`src/vic_defines.vh`:
```
// Constants for the vectored interrupt controller: register offsets,
// bit positions, reset values, vectors and timing counts.
// Assumes inclusion by bare name from the design files of this block.
`ifndef VIC_DEFINES_VH
`define VIC_DEFINES_VH

// Register indices on the plain register port (3-bit address).
`define VIC_ADDR_CTRL_A        3'h0
`define VIC_ADDR_CTRL_B        3'h1
`define VIC_ADDR_MISC_ONE      3'h2
`define VIC_ADDR_STATUS        3'h3

// Control register A: master enable, pin enable and pin flag.
`define VIC_BIT_MASTER_EN      0
`define VIC_BIT_PIN_EN         1
`define VIC_BIT_PIN_FLAG       4
// Misc control register one: edge-select bits.
`define VIC_BIT_EDGE_LOW       6
`define VIC_BIT_EDGE_HIGH      7

// Edge-select encodings.
`define VIC_EDGE_OFF           2'b00
`define VIC_EDGE_RISE          2'b01
`define VIC_EDGE_FALL          2'b10
`define VIC_EDGE_BOTH          2'b11

// Source indices in fixed priority order, lowest index wins.
`define VIC_SRC_PIN            0
`define VIC_SRC_MAX            5

// Vector table: base vector and spacing of four program words.
`define VIC_VEC_BASE           8'h04
`define VIC_VEC_STEP           8'h04

// Latency from sampling to vector jump, in instruction cycles.
`define VIC_LAT_NORMAL         2'h2
`define VIC_LAT_WAKE           2'h3

`define VIC_RESET_BYTE         8'h00

`endif

```
`src/vic_top.v`:
```
// Vectored interrupt controller: flags, enables, priority, vector hand-off.
// Assumes a core that honours take_out/vector_out, pulses vec_ack_in when
// it jumps, and reports stack-full, sleep and phase-two pulses.
//
// Contract
// - Source events set their request flag.
// - Master enable low blocks all servicing.
// - Per-source enable bits gate servicing.
// - Accept pushes PC then loads vector.
// - Return pops saved PC back.
// - Service entry clears master enable.
// - Flags still latch while master disabled.
// - Stack full blocks acknowledge; flag stays.
// - Normal jump after two or three cycles.
// - Wake jump three cycles after wake.
// - Requests sampled at next phase-two pulse.
// - Four-source priority and vectors 04H-10H.
// - Five-source priority and vectors 04H-14H.
// - External request always wins ties.
// - External needs master, pin enable, edge.
// - Edge-select bits 6/7 choose trigger.
// - Servicing external clears its flag.
// - Flag stays set while disabled.
// - Master enable bit 0, resets zero.
//
// Decided for this implementation: the placing of the registers and the address-and-strobe port.
`timescale 1ns/1ps
`default_nettype none
`include "vic_defines.vh"

module vic_top
#(
  parameter FIVE_SRC = 1  // 1: five sources, 0: four sources.
)
(
  input  wire       sys_clk_in,          // System clock, 250 MHz.
  input  wire       reset_n_in,          // Synchronous reset, active low.
  input  wire [2:0] reg_addr_in,         // Register index.
  input  wire [7:0] reg_wdata_in,        // Write data.
  input  wire       reg_wr_in,           // Write strobe.
  input  wire       reg_rd_in,           // Read strobe.
  output reg  [7:0] reg_rdata_out,       // Read data, one cycle after strobe.
  input  wire       port_a_line_three_in,   // External request pin.
  input  wire       timer0_ovf_in,       // Timer 0 overflow pulse.
  input  wire       timer1_ovf_in,       // Timer 1 overflow pulse.
  input  wire       conv_done_in,        // Conversion complete pulse.
  input  wire       time_base_in,        // Time base event pulse.
  input  wire       phase_two_pulse_in,  // Core phase-two pulse.
  input  wire       instr_cycle_in,      // One pulse per instruction cycle.
  input  wire       stack_full_in,       // Core return stack is full.
  input  wire       sleep_in,            // Core is in sleep or idle.
  input  wire       reti_in,             // Core executes return-from-interrupt.
  input  wire       vec_ack_in,          // Core accepts the vector.
  output reg        take_out,            // Request to push PC and jump.
  output reg  [7:0] vector_out,          // Vector address.
  output reg        push_pc_out,         // Push PC pulse on acceptance.
  output reg        pop_pc_out,          // Pop PC pulse on return.
  output reg        wake_out             // Wake request to the core.
);

  // Active source count; vectors are spaced four words apart.
  localparam [2:0] NSRC = FIVE_SRC ? 3'h5 : 3'h4;

  // Dispatch states.
  localparam [1:0] ST_IDLE = 2'h0;
  localparam [1:0] ST_WAIT = 2'h1;
  localparam [1:0] ST_TAKE = 2'h2;

  reg        master_irq_enable;     // Global enable.
  reg  [4:0] src_enable;            // Per-source enables, priority order.
  reg  [4:0] src_flag;              // Per-source request flags.
  reg  [1:0] edge_sel;              // Edge-select {high, low}.
  reg  [5:0] misc_spare;            // Remaining bits of misc register one.
  reg  [4:0] sampled;               // Requests latched at phase two.
  reg  [1:0] state;                 // Dispatch state.
  reg  [1:0] lat_cnt;               // Instruction cycles left before jump.
  reg  [2:0] win_idx;               // Winner held across the wait.
  reg        wake_pend;             // Dispatch started from sleep.
  wire       pin_edge;              // Qualified pin edge pulse.
  wire [4:0] src_event;             // Events in priority order.
  wire [4:0] live_mask;             // Sources present in this variant.
  wire [4:0] gated;                 // Sampled requests passing all gates.
  wire [2:0] pick;                  // Priority winner index.
  wire       pick_any;              // Some request wins.
  wire       accept;                // Core takes the vector this cycle.
  reg  [7:0] next_rdata;            // Read mux value.
  reg  [4:0] clr_mask;              // Flags cleared by hardware this cycle.

  // Priority order: pin, timer 0, timer 1 (five-source only), conversion, time base.
  assign src_event = FIVE_SRC ?
    {time_base_in, conv_done_in, timer1_ovf_in, timer0_ovf_in, pin_edge} :
    {1'b0, time_base_in, conv_done_in, timer0_ovf_in, pin_edge};
  assign live_mask = FIVE_SRC ? 5'h1f : 5'h0f;

  // Master, per-source enable and stack state gate what the picker sees.
  assign gated = (master_irq_enable && !stack_full_in) ?
                 (sampled & src_flag & src_enable & live_mask) : 5'h00;
  assign accept = (state == ST_TAKE) && vec_ack_in;

  vic_pin_sync u_pin
  (
    .sys_clk_in   (sys_clk_in),
    .reset_n_in   (reset_n_in),
    .pin_in       (port_a_line_three_in),
    .edge_sel_in  (edge_sel),
    .edge_hit_out (pin_edge)
  );

  vic_prio u_prio
  (
    .req_in     (gated),
    .winner_out (pick),
    .any_out    (pick_any)
  );

  // Hardware clear of the winner on acceptance.
  always @*
  begin
    clr_mask = 5'h00;
    if (accept)
    begin
      clr_mask[win_idx] = 1'b1;
    end
  end

  // Register file writes and flag maintenance; event sets win over any clear.
  always @(posedge sys_clk_in)
  begin
    if (!reset_n_in)
    begin
      master_irq_enable <= 1'b0;
      src_enable        <= 5'h00;
      src_flag          <= 5'h00;
      edge_sel          <= `VIC_EDGE_OFF;
      misc_spare        <= 6'h00;
    end
    else
    begin
      src_flag <= (src_flag & ~clr_mask) | (src_event & live_mask);
      if (reg_wr_in)
      begin
        case (reg_addr_in)
          `VIC_ADDR_CTRL_A:
          begin
            master_irq_enable <= reg_wdata_in[`VIC_BIT_MASTER_EN];
            src_enable[1:0]   <= reg_wdata_in[2:1];
            // Software may clear or set flags; a same-cycle event still sets.
            src_flag[1:0] <= (reg_wdata_in[5:4] & ~clr_mask[1:0]) | src_event[1:0];
            if (FIVE_SRC)
            begin
              src_enable[2] <= reg_wdata_in[3];
              src_flag[2]   <= (reg_wdata_in[6] & ~clr_mask[2]) | src_event[2];
            end
            else
            begin
              src_enable[2] <= reg_wdata_in[3];
              src_flag[2]   <= (reg_wdata_in[6] & ~clr_mask[2]) | src_event[2];
            end
          end
          `VIC_ADDR_CTRL_B:
          begin
            src_enable[4:3] <= reg_wdata_in[1:0] & live_mask[4:3];
            src_flag[4:3]   <= ((reg_wdata_in[5:4] & ~clr_mask[4:3]) | src_event[4:3])
                               & live_mask[4:3];
          end
          `VIC_ADDR_MISC_ONE:
          begin
            edge_sel   <= {reg_wdata_in[`VIC_BIT_EDGE_HIGH],
                           reg_wdata_in[`VIC_BIT_EDGE_LOW]};
            misc_spare <= reg_wdata_in[5:0];
          end
          default:
          begin
            edge_sel <= edge_sel;
          end
        endcase
      end
      if (accept)
      begin
        master_irq_enable <= 1'b0;
      end
    end
  end

  // Read data one cycle after the strobe; unmapped indices read zero.
  always @*
  begin
    next_rdata = `VIC_RESET_BYTE;
    case (reg_addr_in)
      `VIC_ADDR_CTRL_A:
        next_rdata = {1'b0, src_flag[2:0], src_enable[2:0], master_irq_enable};
      `VIC_ADDR_CTRL_B:
        next_rdata = {2'b00, src_flag[4:3], 2'b00, src_enable[4:3]};
      `VIC_ADDR_MISC_ONE:
        next_rdata = {edge_sel[1], edge_sel[0], misc_spare};
      `VIC_ADDR_STATUS:
        next_rdata = {state, take_out, wake_pend, 1'b0, win_idx};
      default:
        next_rdata = `VIC_RESET_BYTE;
    endcase
  end

  // Sampling, latency count and vector hand-off.
  always @(posedge sys_clk_in)
  begin
    if (!reset_n_in)
    begin
      reg_rdata_out <= `VIC_RESET_BYTE;
      sampled       <= 5'h00;
      state         <= ST_IDLE;
      lat_cnt       <= 2'h0;
      win_idx       <= 3'h0;
      wake_pend     <= 1'b0;
      take_out      <= 1'b0;
      vector_out    <= `VIC_VEC_BASE;
      push_pc_out   <= 1'b0;
      pop_pc_out    <= 1'b0;
      wake_out      <= 1'b0;
    end
    else
    begin
      reg_rdata_out <= reg_rd_in ? next_rdata : `VIC_RESET_BYTE;
      pop_pc_out    <= reti_in;
      push_pc_out   <= accept;
      // Pending enabled flags wake a sleeping core regardless of master enable.
      wake_out <= sleep_in && |(src_flag & src_enable & live_mask);
      if (phase_two_pulse_in)
      begin
        sampled <= src_flag;
      end
      case (state)
        ST_IDLE:
        begin
          if (pick_any && phase_two_pulse_in)
          begin
            win_idx   <= pick;
            wake_pend <= sleep_in;
            lat_cnt   <= sleep_in ? `VIC_LAT_WAKE : `VIC_LAT_NORMAL;
            state     <= ST_WAIT;
          end
        end
        ST_WAIT:
        begin
          // Sleep holds the count; it starts after wake-up.
          if (instr_cycle_in && !sleep_in)
          begin
            if (lat_cnt == 2'h1)
            begin
              if (stack_full_in || !master_irq_enable)
              begin
                state <= ST_IDLE;
              end
              else
              begin
                take_out   <= 1'b1;
                vector_out <= `VIC_VEC_BASE + {3'h0, win_idx, 2'b00};
                state      <= ST_TAKE;
              end
            end
            lat_cnt <= lat_cnt - 2'h1;
          end
        end
        ST_TAKE:
        begin
          if (vec_ack_in)
          begin
            take_out  <= 1'b0;
            wake_pend <= 1'b0;
            state     <= ST_IDLE;
          end
        end
        default:
        begin
          state <= ST_IDLE;
        end
      endcase
    end
  end

endmodule
`default_nettype wire

```
`src/vic_pin_sync.v`:
```
// Pin synchroniser and edge qualifier for the external request line.
// Assumes the pin is asynchronous to sys_clk_in.
`timescale 1ns/1ps
`default_nettype none
`include "vic_defines.vh"

module vic_pin_sync
(
  input  wire       sys_clk_in,      // System clock.
  input  wire       reset_n_in,      // Synchronous reset, active low.
  input  wire       pin_in,          // Raw asynchronous pin level.
  input  wire [1:0] edge_sel_in,     // Edge-select code.
  output reg        edge_hit_out     // One-cycle pulse on a qualifying edge.
);

  reg       sync_a;   // First stage, read only by sync_b.
  reg       sync_b;   // Second stage.
  reg       sync_c;   // Third stage.
  reg       level;    // Filtered level, changes once stages two and three agree.
  wire      agree;    // Stages two and three hold the same value.
  wire      rise;     // Filtered level goes high.
  wire      fall;     // Filtered level goes low.

  assign agree = (sync_b == sync_c);
  assign rise  = agree && sync_c && !level;
  assign fall  = agree && !sync_c && level;

  // Three-stage synchroniser and edge decode; edges are qualified by the select code.
  always @(posedge sys_clk_in)
  begin
    if (!reset_n_in)
    begin
      sync_a       <= 1'b0;
      sync_b       <= 1'b0;
      sync_c       <= 1'b0;
      level        <= 1'b0;
      edge_hit_out <= 1'b0;
    end
    else
    begin
      sync_a <= pin_in;
      sync_b <= sync_a;
      sync_c <= sync_b;
      if (agree)
      begin
        level <= sync_c;
      end
      // Code 00 disables the pin entirely.
      case (edge_sel_in)
        `VIC_EDGE_RISE: edge_hit_out <= rise;
        `VIC_EDGE_FALL: edge_hit_out <= fall;
        `VIC_EDGE_BOTH: edge_hit_out <= rise | fall;
        default:        edge_hit_out <= 1'b0;
      endcase
    end
  end

endmodule
`default_nettype wire

```
`src/vic_prio.v`:
```
// Fixed-priority picker: lowest-numbered requesting source wins.
// Assumes requests are already gated by enables.
`timescale 1ns/1ps
`default_nettype none
`include "vic_defines.vh"

module vic_prio
(
  input  wire [4:0] req_in,      // Gated requests, bit 0 highest priority.
  output reg  [2:0] winner_out,  // Index of winning source.
  output reg        any_out      // At least one request.
);

  integer i;  // Scan index.

  // Scan from highest to lowest so the last hit, the lowest index, wins.
  always @*
  begin
    winner_out = 3'h0;
    any_out    = 1'b0;
    for (i = `VIC_SRC_MAX - 1; i >= 0; i = i - 1)
    begin
      if (req_in[i])
      begin
        winner_out = i[2:0];
        any_out    = 1'b1;
      end
    end
  end

endmodule
`default_nettype wire

```
`config.mk`:
```
export PLATFORM = sky130hd
export DESIGN_NAME = vic_top
export DESIGN_NICKNAME = d
export VERILOG_FILES = /design/src/vic_top.v /design/src/vic_pin_sync.v /design/src/vic_prio.v
export VERILOG_INCLUDE_DIRS = /design/src
export SDC_FILE = /design/constraint.sdc
export NUM_CORES = 1
export LEC_CHECK = 0
export ABC_CLOCK_PERIOD_IN_PS = 1900
export BUFFER_PORTS_ARGS = -buffer_cell sky130_fd_sc_hd__buf_2
export CAP_MARGIN = 20
export CORE_UTILIZATION = 54
export DETAILED_ROUTE_END_ITERATION = 10
export PLACE_DENSITY_LB_ADDON = 0.1
export SYNTH_ARGS = -nofsm -noshare
export SYNTH_HDL_FRONTEND = slang
export SYNTH_SLANG_ARGS = --single-unit
```
`constraint.sdc`:
```
create_clock -name sys_clk_in -period 1.9 [get_ports sys_clk_in]
set_input_delay 0.19 -clock sys_clk_in [delete_from_list [all_inputs] [get_ports sys_clk_in]]
set_output_delay 0.19 -clock sys_clk_in [all_outputs]
set_load 0.02 [all_outputs]
```
==> results of run 1 <==
## cells in the mapped netlist, drive strengths merged (5+ instances only)
master and count:
a21oi 12, buf 10, clkbuf 6, dfxtp 53, inv 9, mux2i 34
nand2 5, nand3 8, nor2 39, o21a 6
## cell usage in the layout (no fill, tap or decap), types with 2 or more instances in the layout
| master | instances |
|---|---|
| sky130_fd_sc_hd__nor2_1 | 39 |
| sky130_fd_sc_hd__inv_1 | 9 |
| sky130_fd_sc_hd__ha_1 | 4 |
| sky130_fd_sc_hd__o211ai_1 | 2 |
| sky130_fd_sc_hd__dfxtp_1 | 53 |
| sky130_fd_sc_hd__buf_2 | 41 |
| sky130_fd_sc_hd__nand2b_1 | 4 |
| sky130_fd_sc_hd__conb_1 | 4 |
| sky130_fd_sc_hd__mux2_2 | 2 |
| sky130_fd_sc_hd__nor3b_1 | 3 |
| sky130_fd_sc_hd__a31oi_1 | 4 |
| sky130_fd_sc_hd__nand3b_1 | 4 |
| sky130_fd_sc_hd__and2_1 | 3 |
| sky130_fd_sc_hd__nor2b_1 | 3 |
| sky130_fd_sc_hd__buf_4 | 9 |
| sky130_fd_sc_hd__o21ai_0 | 4 |
| sky130_fd_sc_hd__nand2_1 | 5 |
| sky130_fd_sc_hd__a22oi_1 | 3 |
| sky130_fd_sc_hd__clkbuf_8 | 5 |
| sky130_fd_sc_hd__and3_4 | 2 |
| sky130_fd_sc_hd__nand3_1 | 8 |
| sky130_fd_sc_hd__a21oi_1 | 11 |
| sky130_fd_sc_hd__nor3_1 | 3 |
| sky130_fd_sc_hd__mux2i_1 | 34 |
| sky130_fd_sc_hd__o21a_1 | 6 |
| sky130_fd_sc_hd__o22a_1 | 3 |
## power by group
part	internal, mW	leakage [nW]	total (mW)	switching, mW
Combinational	0.0717	0.634	0.162	0.0905
Clock	0.383	0.0540	0.730	0.347
Sequential	1.13	0.430	1.15	0.0201
Total	1.59	1.12	2.05	0.458
## state kept, by name, summed over array words and instances, names as in the netlist
register            flops
u_pin.edge_hit_out      1
pop_pc_out              1
u_pin.level             1
state                   2
misc_spare              6
lat_cnt                 2
sampled                 5
wake_pend               1
take_out                1
wake_out                1
src_flag                5
master_irq_enable       1
reg_rdata_out           8
u_pin.sync_c            1
u_pin.sync_b            1
win_idx                 3
u_pin.sync_a            1
src_enable              5
edge_sel                2
vector_out              4
push_pc_out             1
## kinds of logic (layout without fill, tap and decap cells)
| family | after synthesis | after routing |
|---|---|---|
| other | 1 | 4 |
| multiplexers | 37 | 37 |
| AO/OA/AOI/OAI | 40 | 40 |
| adder cells (fa/ha/maj) | 4 | 4 |
| XOR/XNOR | 1 | 1 |
| buffers and inverters | 25 | 66 |
| AND/OR/NAND/NOR | 82 | 82 |
| flip-flops | 53 | 53 |
## worst min-delay path by stage
stage	start	slack (ns)	depth (start not counted)	endpoint
after floorplan	timer1_ovf_in	0.31	1	src_flag[2]
after global placement	reti_in	0.40	2	pop_pc_out
after detailed placement	reti_in	0.40	2	pop_pc_out
after CTS	reti_in	0.08	2	pop_pc_out
after global routing	reti_in	0.08	2	pop_pc_out
final	reti_in	0.09	2	pop_pc_out
## layer usage
metal  GRT usage, %  share of wire, %  vias up
met5              0                 0        -
met4           12.5               2.6        0
met3           4.73               8.3       10
met2           37.9                42       78
met1           34.1                47      857
li1               -                 -      933
## final cells by class
type	instances	area [sq um]	share of cell area, %
Tap cell	50	62.6	2.31
Inverter	9	33.8	1.25
Clock inverter	2	35.0	1.30
Clock buffer	5	68.8	2.55
Multi-Input combinational cell	168	1170	43.3
Sequential cell	53	1060	39.2
Timing Repair Buffer	50	273	10.1
## stage by stage
| stage | total power, mW | cell area (sq um) | hold slack [ns] | util [%] |
|---|---|---|---|---|
| after floorplan | 1.28 | 2340 | 0.314 | - |
| after global placement | 1.34 | 2600 | 0.398 | 63.6 |
| after detailed placement | 1.34 | 2600 | 0.402 | 63.6 |
| after CTS | 2.06 | 2700 | 0.0780 | 66.2 |
| after global routing | 2.12 | 2700 | 0.0768 | 66.2 |
| final | 2.05 | 2700 | 0.0856 | 66.2 |
## critical path, cell delays in order (launching register included)
cell and delay, ns:
sky130_fd_sc_hd__dfxtp_1 0.36, sky130_fd_sc_hd__and3_4 0.19, sky130_fd_sc_hd__o21a_1 0.21, sky130_fd_sc_hd__or4_4 0.52, sky130_fd_sc_hd__a21o_1 0.18, sky130_fd_sc_hd__a21oi_2 0.10
==> tab_implementation.tex, run 1 <==
\begin{tabular}{lr}
\hline
Metric & Value \\
\hline
\multicolumn{2}{l}{\textbf{GRT}} \\
\quad Total routing resource utilization after global routing & between 20\% and 30\% \\
\quad Number of global-route vias before repair & between 1500 and 2000 \\
\quad Wire length of the first global-routing pass & $\sim$8200 um \\
\quad Antenna violations before repair & 0 \\
\quad Overflow left after global routing & 0 \\
\quad Largest net degree at the start of global routing & 16 \\
\multicolumn{2}{l}{\textbf{Drt}} \\
\quad Total number of vias & about 1900 \\
\quad Remaining number of nets flagged by the antenna check after routing & 0 \\
\quad Wire per inst & approximately 15 um \\
\quad Number of DRC markers after the initial detailed-route iteration & between 200 and 250 \\
\quad Routed Wire Length & between 5000 and 6000 um \\
\quad DRC violations left & 0 \\
\quad Initial DRT Pass Iterations & 4 \\
\quad Post-DR vias/cell & 5.57 \\
\multicolumn{2}{l}{\textbf{Synth}} \\
\quad Cell types occupying the most area after synthesis & sky130\_fd\_sc\_hd\_\_dfxtp\_1 (45\%), sky130\_fd\_sc\_hd\_\_mux2i\_1 (15\%), sky130\_fd\_sc\_hd\_\_nor2\_1 (6.3\%) \\
\quad Most frequently used flop master after synthesis & sky130\_fd\_sc\_hd\_\_dfxtp\_1 \\
\quad Register bit total from synthesis & 53 \\
\quad Warnings, synthesis & 0 \\
\quad Unique cell type count in the Yosys netlist & 44 \\
\quad Compound-cell area share of the yosys netlist & 11.6\% \\
\quad Syn\_area\_per\_cell & between 9 and 10 sq um \\
\quad Netlist Area Pre-Place & between 2000 and 2500 sq um \\
\quad Dominant combinational cell family by area after synthesis & simple AND/OR/NAND/NOR gates \\
\quad Library cell with the largest summed area after synthesis & sky130\_fd\_sc\_hd\_\_dfxtp\_1 \\
\quad Sequential area share after synthesis & 45.5\% \\
\quad Post-synthesis adder-cell area fraction & 2.14\% \\
\quad Area share of the largest cell type after synthesis & 45.5\% \\
\quad Synthesized instance count & between 200 and 250 \\
\quad Synth Area in XOR/XNOR & less than 1\% \\
\quad Synth Area in Simple Gates & a little under a fifth \\
\quad Post-synthesis async set-or-reset flop share & 0\% \\
\quad Multiplexer area fraction after synthesis & between 15 and 20\% \\
\quad EDFF count, synth & 0 \\
\multicolumn{2}{l}{\textbf{Timing}} \\
\quad Final hold violation count & 0 \\
\quad Setup total negative slack & 0 ns \\
\quad Relative slew margins & 63.2\% \\
\quad Highest achievable clock rate & about 0.62 GHz \\
\quad Period utilization & 85.3\% \\
\quad Final max-slew violation count & 0 \\
\quad Slew @ Worst Pin & about 0.55 ns \\
\quad RSZ-0062 raised after global routing & no \\
\quad Fin worst setup slack & between 0.2 and 0.3 ns \\
\quad Clock Skew & about 0.0029 ns \\
\quad Number of setup violations in the final report & 0 \\
\quad Final critical path time including I/O delays and setup & approximately 1.6 ns \\
\multicolumn{2}{l}{\textbf{Floorplan}} \\
\quad Core footprint & around 4100 sq um \\
\quad Area of the die & $\sim$4600 sq um \\
\quad Floorplan die width & roughly 68 um \\
\quad Number of ports placed on the die boundary & 46 \\
\quad Die Ht & just under 70 um \\
\quad Initial cell density of the core & a little under three fifths \\
\quad Number of rows created at floorplan & 23 \\
\multicolumn{2}{l}{\textbf{CTS}} \\
\quad Number of H-tree levels & 2 \\
\quad CTS Root Buffer Type & sky130\_fd\_sc\_hd\_\_clkbuf\_8 \\
\quad Sink Count & between 50 and 60 \\
\quad TritonCTS clock tree & done \\
\quad Number of hold buffers added after cts & 0 \\
\quad Clock slew at the register clock pins of the worst setup and hold paths & 0.09 ns \\
\quad CTS Buffer Depth & 2 \\
\quad Number of post-CTS setup repair buffers & 0 \\
\quad Number of clock buffers inserted by TritonCTS & 5 \\
\quad Source-to-sink clock delay at the later pin of the worst-skew pair & about 0.30 ns \\
\quad Resize count post-CTS & 0 \\
\multicolumn{2}{l}{\textbf{Layout}} \\
\quad Final antenna diode count & 0 \\
\quad Fillers & 350 \\
\quad Post-synthesis to final-layout area growth & 15.9\% \\
\quad Nets & 317 \\
\quad Fraction of layout instances using a drive strength above 1 & approximately a quarter \\
\quad Final standard cell count with taps included and fillers excluded & 337 \\
\multicolumn{2}{l}{\textbf{Setup path}} \\
\quad Worst r2r path cells & 5 \\
\quad CP Capture Point & lat\_cnt[0] \\
\quad Critical register-to-register path startpoint & src\_flag[3] \\
\quad CP endpoint kind & register \\
\quad Data required time at the worst endpoint & about 2.1 ns \\
\quad Arrival time worst endpoint & 1.86 ns \\
\quad Crit. Startpoint & src\_flag[3] \\
\quad Class of the most critical setup path & reg -> reg \\
\quad Startpoint kind of the worst setup timing path & register \\
\quad Reg2reg end & lat\_cnt[0] \\
\quad Crit Path Max Fanout & 5 \\
\quad Worst reg-to-reg setup slack & roughly 0.28 ns \\
\multicolumn{2}{l}{\textbf{Outcome}} \\
\quad Status & completed \\
\multicolumn{2}{l}{\textbf{Job}} \\
\quad Max Cap Viol & 0 \\
\multicolumn{2}{l}{\textbf{Pwr}} \\
\quad Largest vdd supply drop & between 0.5 and 0.6 mV \\
\quad Total power density per cell area & about 760 nW/um\^{}2 \\
\quad Leakage component of the power & roughly 1.1 nW \\
\multicolumn{2}{l}{\textbf{Place}} \\
\quad Routability cong. & between 0.8 and 0.9 \\
\quad Setup slack at placement & 0.301 ns \\
\quad Count of input and output buffers & roughly 40 \\
\quad Number of instances in the placed design & between 300 and 400 \\
\quad Final HPWL DP & about 3800 um \\
\multicolumn{2}{l}{\textbf{Worst hold path}} \\
\quad Tightest Hold Check Type & in -> reg \\
\hline
\end{tabular}
(Power assumes the default switching activity.)
==> run 2: changes to the inputs <==
ABC_CLOCK_PERIOD_IN_PS = 2000   (was 1900)
CORE_UTILIZATION = 58   (was 54)
clock period = 2 ns   (was 1.9 ns; I/O delays follow)
==> run 2 against run 1 <==
  * Flip-flop and latch count is the same
  * Hold slack better by 0.012 ns
  * Wire length decreased by 2.8%
  * Clock power is 2% higher
  * First-iteration DRC count is 26% lower
  * Combinational power decreased by 9%
  * Largest cell class unchanged
  * Largest power group unchanged
  * Highest routed layer unchanged
==> tab_implementation.tex, run 2 (synthesis gave the netlist of run 1 again) <==
\begin{tabular}{lr}
\hline
Metric & Value \\
\hline
\multicolumn{2}{l}{\textbf{Outcome}} \\
\quad Status & completed (unchanged) \\
\multicolumn{2}{l}{\textbf{GRT}} \\
\quad Number of global-route vias before repair & 1708 (was 1669) \\
\quad Largest net degree at the start of global routing & 20 (was 16) \\
\quad Antenna violations before repair & 0 (unchanged) \\
\quad Total routing resource utilization after global routing & 25.8\% (was 25.2\%) \\
\quad Wire length of the first global-routing pass & 8110 um (was 8210 um) \\
\quad Overflow left after global routing & 0 (unchanged) \\
\multicolumn{2}{l}{\textbf{CTS}} \\
\quad Resize count post-CTS & 0 (unchanged) \\
\quad Number of post-CTS setup repair buffers & 0 (unchanged) \\
\quad TritonCTS clock tree & done (unchanged) \\
\quad Source-to-sink clock delay at the later pin of the worst-skew pair & 0.30 ns (about the same) \\
\quad Sink Count & 53 (unchanged) \\
\quad CTS Buffer Depth & 2 (unchanged) \\
\quad Number of hold buffers added after cts & 0 (unchanged) \\
\quad Number of H-tree levels & 2 (unchanged) \\
\quad Number of clock buffers inserted by TritonCTS & 5 (unchanged) \\
\quad CTS Root Buffer Type & sky130\_fd\_sc\_hd\_\_clkbuf\_8 (unchanged) \\
\quad Clock slew at the register clock pins of the worst setup and hold paths & 0.09 ns (about the same) \\
\multicolumn{2}{l}{\textbf{Layout}} \\
\quad Commonest cells after routing, fill and taps aside & sky130\_fd\_sc\_hd\_\_dfxtp\_1 (53), sky130\_fd\_sc\_hd\_\_buf\_2 (41), sky130\_fd\_sc\_hd\_\_nor2\_1 (39) (unchanged) \\
\quad Fillers & 294 (was 350) \\
\quad Total area of sequential cells & 1060 sq um (unchanged) \\
\quad Most frequent standard cell in the layout excluding fill and tap cells & sky130\_fd\_sc\_hd\_\_dfxtp\_1 (unchanged) \\
\quad Final standard cell area without fillers & 2690 sq um (was 2700 sq um) \\
\quad Multi-input gate area in the final layout & 1170 sq um (unchanged) \\
\quad Register with the most flip-flops & reg\_rdata\_out (unchanged) \\
\quad Post-synthesis to final-layout area growth & 15.2\% (was 15.9\%) \\
\quad Final antenna diode count & 0 (unchanged) \\
\quad Flip-flop count of the largest register after layout & 8 (unchanged) \\
\quad Nets & 313 (was 317) \\
\quad Largest registers in the final layout & reg\_rdata\_out (8), misc\_spare (6) (unchanged) \\
\quad Fraction of layout instances using a drive strength above 1 & 22.9\% (was 23.7\%) \\
\multicolumn{2}{l}{\textbf{Floorplan}} \\
\quad Number of rows created at floorplan & 22 (was 23) \\
\quad Die Ht & 65.4 um (was 67.7 um) \\
\quad Number of ports placed on the die boundary & 46 (unchanged) \\
\quad Core footprint & 3770 sq um (was 4090 sq um) \\
\quad Area of the die & 4280 sq um (was 4590 sq um) \\
\quad Initial cell density of the core & 61.9\% (was 57.1\%) \\
\quad Floorplan die width & 65.4 um (was 67.7 um) \\
\multicolumn{2}{l}{\textbf{Timing}} \\
\quad Relative slew margins & 56.2\% (was 63.2\%) \\
\quad RSZ-0062 raised after global routing & no (unchanged) \\
\quad Final critical path time including I/O delays and setup & 1.62 ns (about the same) \\
\quad Slew @ Worst Pin & 0.656 ns (was 0.548 ns) \\
\quad Number of setup violations in the final report & 0 (unchanged) \\
\quad Clock Skew & 0.00904 ns (was 0.00291 ns) \\
\quad Highest achievable clock rate & 0.619 GHz (was 0.617 GHz) \\
\quad Period utilization & 80.8\% (was 85.3\%) \\
\quad Final max-slew violation count & 0 (unchanged) \\
\quad Final hold violation count & 0 (unchanged) \\
\quad Setup total negative slack & 0 ns (unchanged) \\
\multicolumn{2}{l}{\textbf{Setup path}} \\
\quad Data required time at the worst endpoint & 2.23 ns (was 2.14 ns) \\
\quad Largest stage delay, worst path & 0.52 ns (about the same) \\
\quad Number of buffers and inverters on the critical path & 0 (unchanged) \\
\quad Startpoint kind of the worst setup timing path & register (unchanged) \\
\quad CP endpoint kind & register (unchanged) \\
\quad Kind of cell adding the most delay to the critical path & simple AND/OR/NAND/NOR gates (unchanged) \\
\quad Worst-path cell with the longest stage delay & sky130\_fd\_sc\_hd\_\_or4\_4 (unchanged) \\
\quad Critical register-to-register path startpoint & src\_enable[3] (was src\_flag[3]) \\
\quad Crit Path Max Fanout & 4 (was 5) \\
\quad Class of the most critical setup path & reg -> reg (unchanged) \\
\quad Crit path cell chain & and3\_4 -> o21a\_1 -> or4\_4 -> a21o\_1 -> a21oi\_2 (unchanged) \\
\quad Crit. Startpoint & src\_enable[3] (was src\_flag[3]) \\
\quad Arrival time worst endpoint & 1.85 ns (was 1.86 ns) \\
\multicolumn{2}{l}{\textbf{Place}} \\
\quad Count of input and output buffers & 41 (unchanged) \\
\quad Placement Cell Area & 2570 sq um (was 2600 sq um) \\
\quad Final HPWL DP & 3590 um (was 3760 um) \\
\quad Routability cong. & 0.859 (was 0.852) \\
\multicolumn{2}{l}{\textbf{Pwr}} \\
\quad Largest vdd supply drop & 0.593 mV (was 0.584 mV) \\
\quad Total power density per cell area & 739 nW/um\^{}2 (was 757 nW/um\^{}2) \\
\quad Leakage component of the power & 1.10 nW (was 1.12 nW) \\
\multicolumn{2}{l}{\textbf{Drt}} \\
\quad DRC violations left & 0 (unchanged) \\
\quad Initial DRT Pass Iterations & 4 (unchanged) \\
\quad Number of DRC markers after the initial detailed-route iteration & 160 (was 215) \\
\quad Remaining number of nets flagged by the antenna check after routing & 0 (unchanged) \\
\quad Total number of vias & 1861 (was 1878) \\
\quad Routed Wire Length & 4950 um (was 5090 um) \\
\quad Wire per inst & 14.9 um (was 15.1 um) \\
\quad Post-DR vias/cell & 5.61 (was 5.57) \\
\multicolumn{2}{l}{\textbf{Worst hold path}} \\
\quad Tightest Hold Check Type & in -> reg (unchanged) \\
\quad Hold Startpoint & port\_a\_line\_three\_in (was reti\_in) \\
\multicolumn{2}{l}{\textbf{Job}} \\
\quad Max Cap Viol & 0 (unchanged) \\
\hline
\end{tabular}
==> run 2: changes by cell type in the layout (fill, tap and decap cells not counted) <==
cell / delta
sky130_fd_sc_hd__clkbuf_8: +1
sky130_fd_sc_hd__clkinv_2: -1
sky130_fd_sc_hd__buf_4: -4
sky130_fd_sc_hd__clkinvlp_4: +1
==> run 2: worst reg2reg max path, cell delays in order (launching register included) <==
cell	delay (ns)
sky130_fd_sc_hd__dfxtp_1	0.35
sky130_fd_sc_hd__and3_4	0.19
sky130_fd_sc_hd__o21a_1	0.21
sky130_fd_sc_hd__or4_4	0.52
sky130_fd_sc_hd__a21o_1	0.18
sky130_fd_sc_hd__a21oi_2	0.10
==> run 2: final cells by class <==
type                            instances  share of cell area [%]
Timing Repair Buffer                   46                    9.03
Multi-Input combinational cell        168                    43.5
Inverter                                9                    1.26
Sequential cell                        53                    39.5
Clock inverter                          2                    1.40
Clock buffer                            6                    3.07
Tap cell                               48                    2.23
==> run 2: final timing paths <==
path | end | slack, ns | cells after the start
max | lat_cnt[0] | 0.38 | 5
min | u_pin.sync_a | 0.1 | 2
max reg2reg | lat_cnt[0] | 0.38 | 5
min reg2reg | u_pin.sync_b | 0.45 | 1
==> run 2: metrics by stage <==
| stage | worst slack [ns] | hold WS [ns] | power, mW | utilization [%] | std cells |
|---|---|---|---|---|---|
| after CTS | 0.382 | 0.0873 | 2.01 | 71.3 | 332 |
| after detailed placement | 0.410 | 0.413 | 1.27 | 68.1 | 324 |
| final | 0.385 | 0.0977 | 1.99 | 71.3 | 332 |
| after global placement | 0.426 | 0.406 | 1.27 | 68.1 | 324 |
| after floorplan | 0.475 | 0.324 | 1.22 | - | 246 |
| after global routing | 0.275 | 0.0769 | 2.07 | 71.3 | 332 |
==> run 2: routing by layer <==
metal | share of wire [%] | vias up | track usage, %
li1 | - | 928 | -
met1 | 47 | 853 | 34.2
met2 | 44 | 76 | 39.8
met3 | 7.1 | 4 | 7.29
met4 | 1.2 | 0 | 9.51
met5 | 0 | - | 0
==> run 2: power breakdown <==
group	leakage (nW)	switching (mW)	internal (mW)
logic	0.613	0.0836	0.0649
registers	0.430	0.0195	1.08
clock network	0.0574	0.335	0.407
total	1.10	0.438	1.55
==> run 3: changes to the inputs <==
ABC_AREA = 1   (was unset)
ABC_CLOCK_PERIOD_IN_PS = 1400   (was 2000)
CORE_UTILIZATION = 49   (was 58)
clock period = 1.4 ns   (was 2 ns; I/O delays follow)
==> run 3 against run 2 <==
  * Clock-buffer cell count increased by 1
  * Sequential share of layout area increased by 0.066 points
  * Die area increased by 18%
  * Clock power increased by 24%
  * Critical path depth increased by 2
  * The run now ends with DRC left
  * Combinational power increased by 59%
  * Final cell count increased by 22%
  * Flip-flop and latch count unchanged
  * Maximum frequency increased by 24%
  * Design area increased by 0.19%
==> tab_implementation.tex, run 3 <==
\begin{tabular}{lr}
\hline
Metric & Value \\
\hline
\multicolumn{2}{l}{\textbf{Place}} \\
\quad Routability cong. & 0.940 (was 0.859) \\
\quad Number of instances in the placed design & 396 (was 324) \\
\quad Setup slack at placement & -0.00939 ns (was 0.410 ns) \\
\quad Final HPWL DP & 4170 um (was 3590 um) \\
\quad Count of input and output buffers & 41 (unchanged) \\
\multicolumn{2}{l}{\textbf{Setup path}} \\
\quad Worst r2r path cells & 7 (was 5) \\
\quad Critical register-to-register path startpoint & src\_flag[3] (was src\_enable[3]) \\
\quad Worst reg-to-reg setup slack & 0.1 ns (was 0.38 ns) \\
\quad CP endpoint kind & register (unchanged) \\
\quad Reg2reg end & wake\_pend (was lat\_cnt[0]) \\
\quad Crit Path Max Fanout & 11 (was 4) \\
\quad Data required time at the worst endpoint & 1.65 ns (was 2.23 ns) \\
\quad Startpoint kind of the worst setup timing path & register (unchanged) \\
\quad Class of the most critical setup path & reg -> reg (unchanged) \\
\quad Arrival time worst endpoint & 1.56 ns (was 1.85 ns) \\
\multicolumn{2}{l}{\textbf{Drt}} \\
\quad Initial DRT Pass Iterations & 8 (was 4) \\
\quad Wire per inst & 13.4 um (was 14.9 um) \\
\quad Total number of vias & 2086 (was 1861) \\
\quad Number of DRC markers after the initial detailed-route iteration & 181 (was 160) \\
\quad DRC violations left & 8 (was 0) \\
\quad Routed Wire Length & 5430 um (was 4950 um) \\
\quad Remaining number of nets flagged by the antenna check after routing & 0 (unchanged) \\
\quad Post-DR vias/cell & 5.16 (was 5.61) \\
\multicolumn{2}{l}{\textbf{CTS}} \\
\quad Sink Count & 53 (unchanged) \\
\quad TritonCTS clock tree & done (unchanged) \\
\quad Number of post-CTS setup repair buffers & 0 (unchanged) \\
\quad CTS Buffer Depth & 2 (unchanged) \\
\quad CTS Root Buffer Type & sky130\_fd\_sc\_hd\_\_clkbuf\_8 (unchanged) \\
\quad Clock slew at the register clock pins of the worst setup and hold paths & 0.09 ns (about the same) \\
\quad Number of H-tree levels & 2 (unchanged) \\
\quad Source-to-sink clock delay at the later pin of the worst-skew pair & 0.30 ns (about the same) \\
\quad Number of clock buffers inserted by TritonCTS & 5 (unchanged) \\
\multicolumn{2}{l}{\textbf{Floorplan}} \\
\quad Number of ports placed on the die boundary & 46 (unchanged) \\
\quad Floorplan die width & 71.0 um (was 65.4 um) \\
\quad Die Ht & 71.0 um (was 65.4 um) \\
\quad Number of rows created at floorplan & 24 (was 22) \\
\quad Initial cell density of the core & 52.1\% (was 61.9\%) \\
\quad Area of the die & 5030 sq um (was 4280 sq um) \\
\quad Core footprint & 4470 sq um (was 3770 sq um) \\
\multicolumn{2}{l}{\textbf{Pwr}} \\
\quad Largest vdd supply drop & 0.654 mV (was 0.593 mV) \\
\quad Leakage component of the power & 1.23 nW (was 1.10 nW) \\
\quad Total power density per cell area & 1010 nW/um\^{}2 (was 739 nW/um\^{}2) \\
\quad Tot Pwr & 2.73 mW (was 1.99 mW) \\
\quad Relative contribution of combinational cells to total power & 8.6\% (was 7.5\%) \\
\quad Clk network pwr share & 33.7\% (was 37.4\%) \\
\quad Switching share of power & 23.8\% (was 22.1\%) \\
\quad Part of the total power dissipated in sequential elements & 57.6\% (was 55.2\%) \\
\quad Switching pwr & 649 uW (was 438 uW) \\
\quad Internal & 2.08 mW (was 1.55 mW) \\
\multicolumn{2}{l}{\textbf{Timing}} \\
\quad Final max-slew violation count & 0 (unchanged) \\
\quad Period utilization & 93.1\% (was 80.8\%) \\
\quad Fin worst setup slack & 0.0966 ns (was 0.385 ns) \\
\quad Final critical path time including I/O delays and setup & 1.30 ns (was 1.62 ns) \\
\quad Final hold violation count & 0 (unchanged) \\
\quad RSZ-0062 raised after global routing & no (unchanged) \\
\quad Clock Skew & 0.00446 ns (was 0.00904 ns) \\
\quad Number of setup violations in the final report & 0 (unchanged) \\
\quad Hold Worst Slack & 0.0156 ns (was 0.0977 ns) \\
\quad Highest achievable clock rate & 0.767 GHz (was 0.619 GHz) \\
\multicolumn{2}{l}{\textbf{Worst hold path}} \\
\quad End point of the worst hold path & u\_pin.sync\_a (unchanged) \\
\quad Hold-critical path depth & 3 (was 2) \\
\quad Tightest Hold Check Type & in -> reg (unchanged) \\
\quad Hold Startpoint & port\_a\_line\_three\_in (unchanged) \\
\multicolumn{2}{l}{\textbf{Synth}} \\
\quad Synth Area in Simple Gates & 21.2\% (was 18.7\%) \\
\quad Warnings, synthesis & 0 (unchanged) \\
\quad Unique cell type count in the Yosys netlist & 34 (was 44) \\
\quad Synthesized instance count & 305 (was 243) \\
\quad Syn\_area\_per\_cell & 7.64 sq um (was 9.60 sq um) \\
\quad Library cell with the largest summed area after synthesis & sky130\_fd\_sc\_hd\_\_dfxtp\_1 (unchanged) \\
\quad Cell types occupying the most area after synthesis & sky130\_fd\_sc\_hd\_\_dfxtp\_1 (46\%), sky130\_fd\_sc\_hd\_\_inv\_1 (7.7\%), sky130\_fd\_sc\_hd\_\_a21oi\_1 (6.9\%) (was sky130\_fd\_sc\_hd\_\_dfxtp\_1 (45\%), sky130\_fd\_sc\_hd\_\_mux2i\_1 (15\%), sky130\_fd\_sc\_hd\_\_nor2\_1 (6.3\%)) \\
\quad Multiplexer area fraction after synthesis & 0\% (was 16.7\%) \\
\quad Area share of the largest cell type after synthesis & 45.5\% (about the same) \\
\quad EDFF count, synth & 0 (unchanged) \\
\quad Cell types with the highest counts after synthesis & sky130\_fd\_sc\_hd\_\_dfxtp\_1 (53), sky130\_fd\_sc\_hd\_\_inv\_1 (48), sky130\_fd\_sc\_hd\_\_nor2\_1 (38) (was sky130\_fd\_sc\_hd\_\_dfxtp\_1 (53), sky130\_fd\_sc\_hd\_\_nor2\_1 (39), sky130\_fd\_sc\_hd\_\_mux2i\_1 (34)) \\
\quad Count leader, synth & sky130\_fd\_sc\_hd\_\_dfxtp\_1 (unchanged) \\
\quad Sequential area share after synthesis & 45.5\% (about the same) \\
\quad Compound-cell area share of the yosys netlist & 19.0\% (was 11.6\%) \\
\quad Most frequently used flop master after synthesis & sky130\_fd\_sc\_hd\_\_dfxtp\_1 (unchanged) \\
\quad Netlist Area Pre-Place & 2330 sq um (about the same) \\
\quad Post-synthesis adder-cell area fraction & 2.15\% (was 2.14\%) \\
\quad Dominant combinational cell family by area after synthesis & simple AND/OR/NAND/NOR gates (unchanged) \\
\quad Register bit total from synthesis & 53 (unchanged) \\
\quad Post-synthesis async set-or-reset flop share & 0\% (unchanged) \\
\quad Synth Area in XOR/XNOR & 0.376\% (was 0.375\%) \\
\multicolumn{2}{l}{\textbf{Outcome}} \\
\quad Status & complete, but fails checks (was completed) \\
\quad Failing checks & DRC \\
\multicolumn{2}{l}{\textbf{Layout}} \\
\quad Fillers & 429 (was 294) \\
\quad Commonest cells after routing, fill and taps aside & sky130\_fd\_sc\_hd\_\_dfxtp\_1 (50), sky130\_fd\_sc\_hd\_\_inv\_1 (48), sky130\_fd\_sc\_hd\_\_buf\_2 (41) (was sky130\_fd\_sc\_hd\_\_dfxtp\_1 (53), sky130\_fd\_sc\_hd\_\_buf\_2 (41), sky130\_fd\_sc\_hd\_\_nor2\_1 (39)) \\
\quad Final antenna diode count & 0 (unchanged) \\
\quad Most frequent standard cell in the layout excluding fill and tap cells & sky130\_fd\_sc\_hd\_\_dfxtp\_1 (unchanged) \\
\quad Nets & 381 (was 313) \\
\quad Final standard cell utilization of the core & 60.2\% (was 71.3\%) \\
\quad Final standard cell count with taps included and fillers excluded & 404 (was 332) \\
\quad Post-synthesis to final-layout area growth & 15.6\% (was 15.2\%) \\
\quad Flip-flop count of the largest register after layout & 8 (unchanged) \\
\quad Register with the most flip-flops & reg\_rdata\_out (unchanged) \\
\quad Fraction of layout instances using a drive strength above 1 & 22.4\% (was 22.9\%) \\
\quad Largest registers in the final layout & reg\_rdata\_out (8), misc\_spare (6) (unchanged) \\
\multicolumn{2}{l}{\textbf{GRT}} \\
\quad Largest net degree at the start of global routing & 18 (was 20) \\
\quad Number of global-route vias before repair & 1943 (was 1708) \\
\quad Antenna violations before repair & 0 (unchanged) \\
\quad Total routing resource utilization after global routing & 23.4\% (was 25.8\%) \\
\quad Overflow left after global routing & 0 (unchanged) \\
\quad Wire length of the first global-routing pass & 9000 um (was 8110 um) \\
\multicolumn{2}{l}{\textbf{Job}} \\
\quad Max Cap Viol & 0 (unchanged) \\
\hline
\end{tabular}
==> run 3: cell types whose count changed after synthesis, sizes merged, moves of 5 or more <==
| cell | before | now |
|---|---|---|
| a21oi | 12 | 32 |
| clkbuf | 6 | 1 |
| inv | 9 | 50 |
| mux2i | 34 | 0 |
| nand2 | 5 | 32 |
| nand3 | 8 | 21 |
| nor2 | 39 | 46 |
| o21a | 6 | 1 |
| o21ai | 4 | 28 |
| o22ai | 1 | 8 |
==> run 3: power groups by stage <==
stage,Clock (mW),Combinational (mW),Sequential [mW]
floorplan,0,0.144,1.61
global placement,0,0.230,1.61
detailed placement,0,0.233,1.61
CTS,0.942,0.234,1.57
global route,1.01,0.262,1.58
finish,0.920,0.236,1.57
==> run 3: how the worst max path moves through the flow <==
| stage | startpoint | endpoint | slack (ns) | cells after the start |
|---|---|---|---|---|
| finish | src_flag[3] | wake_pend | 0.1 | 7 |
| global route | src_flag[3] | wake_pend | 0.03 | 7 |
| CTS | master_irq_enable | wake_pend | 0.08 | 7 |
| detailed placement | master_irq_enable | wake_pend | -0.009 | 7 |
| global placement | master_irq_enable | wake_pend | 0.07 | 7 |
| floorplan | master_irq_enable | lat_cnt[0] | 0.21 | 8 |
==> run 3: kinds of logic (layout without fill, tap and decap cells) <==
family / count (synthesis) / in the layout
simple gates: 106 / 106
compound gates: 78 / 78
xor+xnor: 1 / 1
flops: 53 / 53
other cells: 1 / 4
fa+ha+maj: 4 / 4
buf+inv: 62 / 106
==> run 3: layout make-up <==
type | count | area (sq um) | share of cell area (%)
timing repair buffer | 48 | 258 | 9.57
sequential | 53 | 1060 | 39.5
clock buffer | 7 | 96.3 | 3.58
clock inverter | 1 | 5.00 | 0.186
tap | 52 | 65.1 | 2.42
inverter | 50 | 188 | 6.97
multi-input combinational | 193 | 1020 | 37.7
==> run 3: critical path: stages, from the launching register on <==
cell,delay (ns)
sky130_fd_sc_hd__dfxtp_1,0.40
sky130_fd_sc_hd__nand3_1,0.11
sky130_fd_sc_hd__nor2_2,0.12
sky130_fd_sc_hd__nor2_2,0.06
sky130_fd_sc_hd__nand3_2,0.09
sky130_fd_sc_hd__nand3_4,0.15
sky130_fd_sc_hd__or2_0,0.25
sky130_fd_sc_hd__nand2_1,0.07
==> run 3: layer usage <==
layer,vias up,share of wire [%],global-route usage [%]
li1,1078,-,-
met4,0,1.0,8.00
met5,-,0,0
met1,931,48,32.6
met3,5,6.2,4.84
met2,72,45,36.3
==> run 3: stage by stage <==
step,cell area [sq um],setup TNS (ns)
2_1_floorplan,2340,0
3_3_place_gp,2580,0
3_5_place_dp,2580,-0.00939
4_1_cts,2690,0
5_1_grt,2690,0
6_report,2690,0
==> run 3: timing repair <==
action / 4_1_cts / 5_1_grt
endpoints found under the setup margin: 1 / 4
resized for setup: 1 / 3
hold buffers: 0 / 0
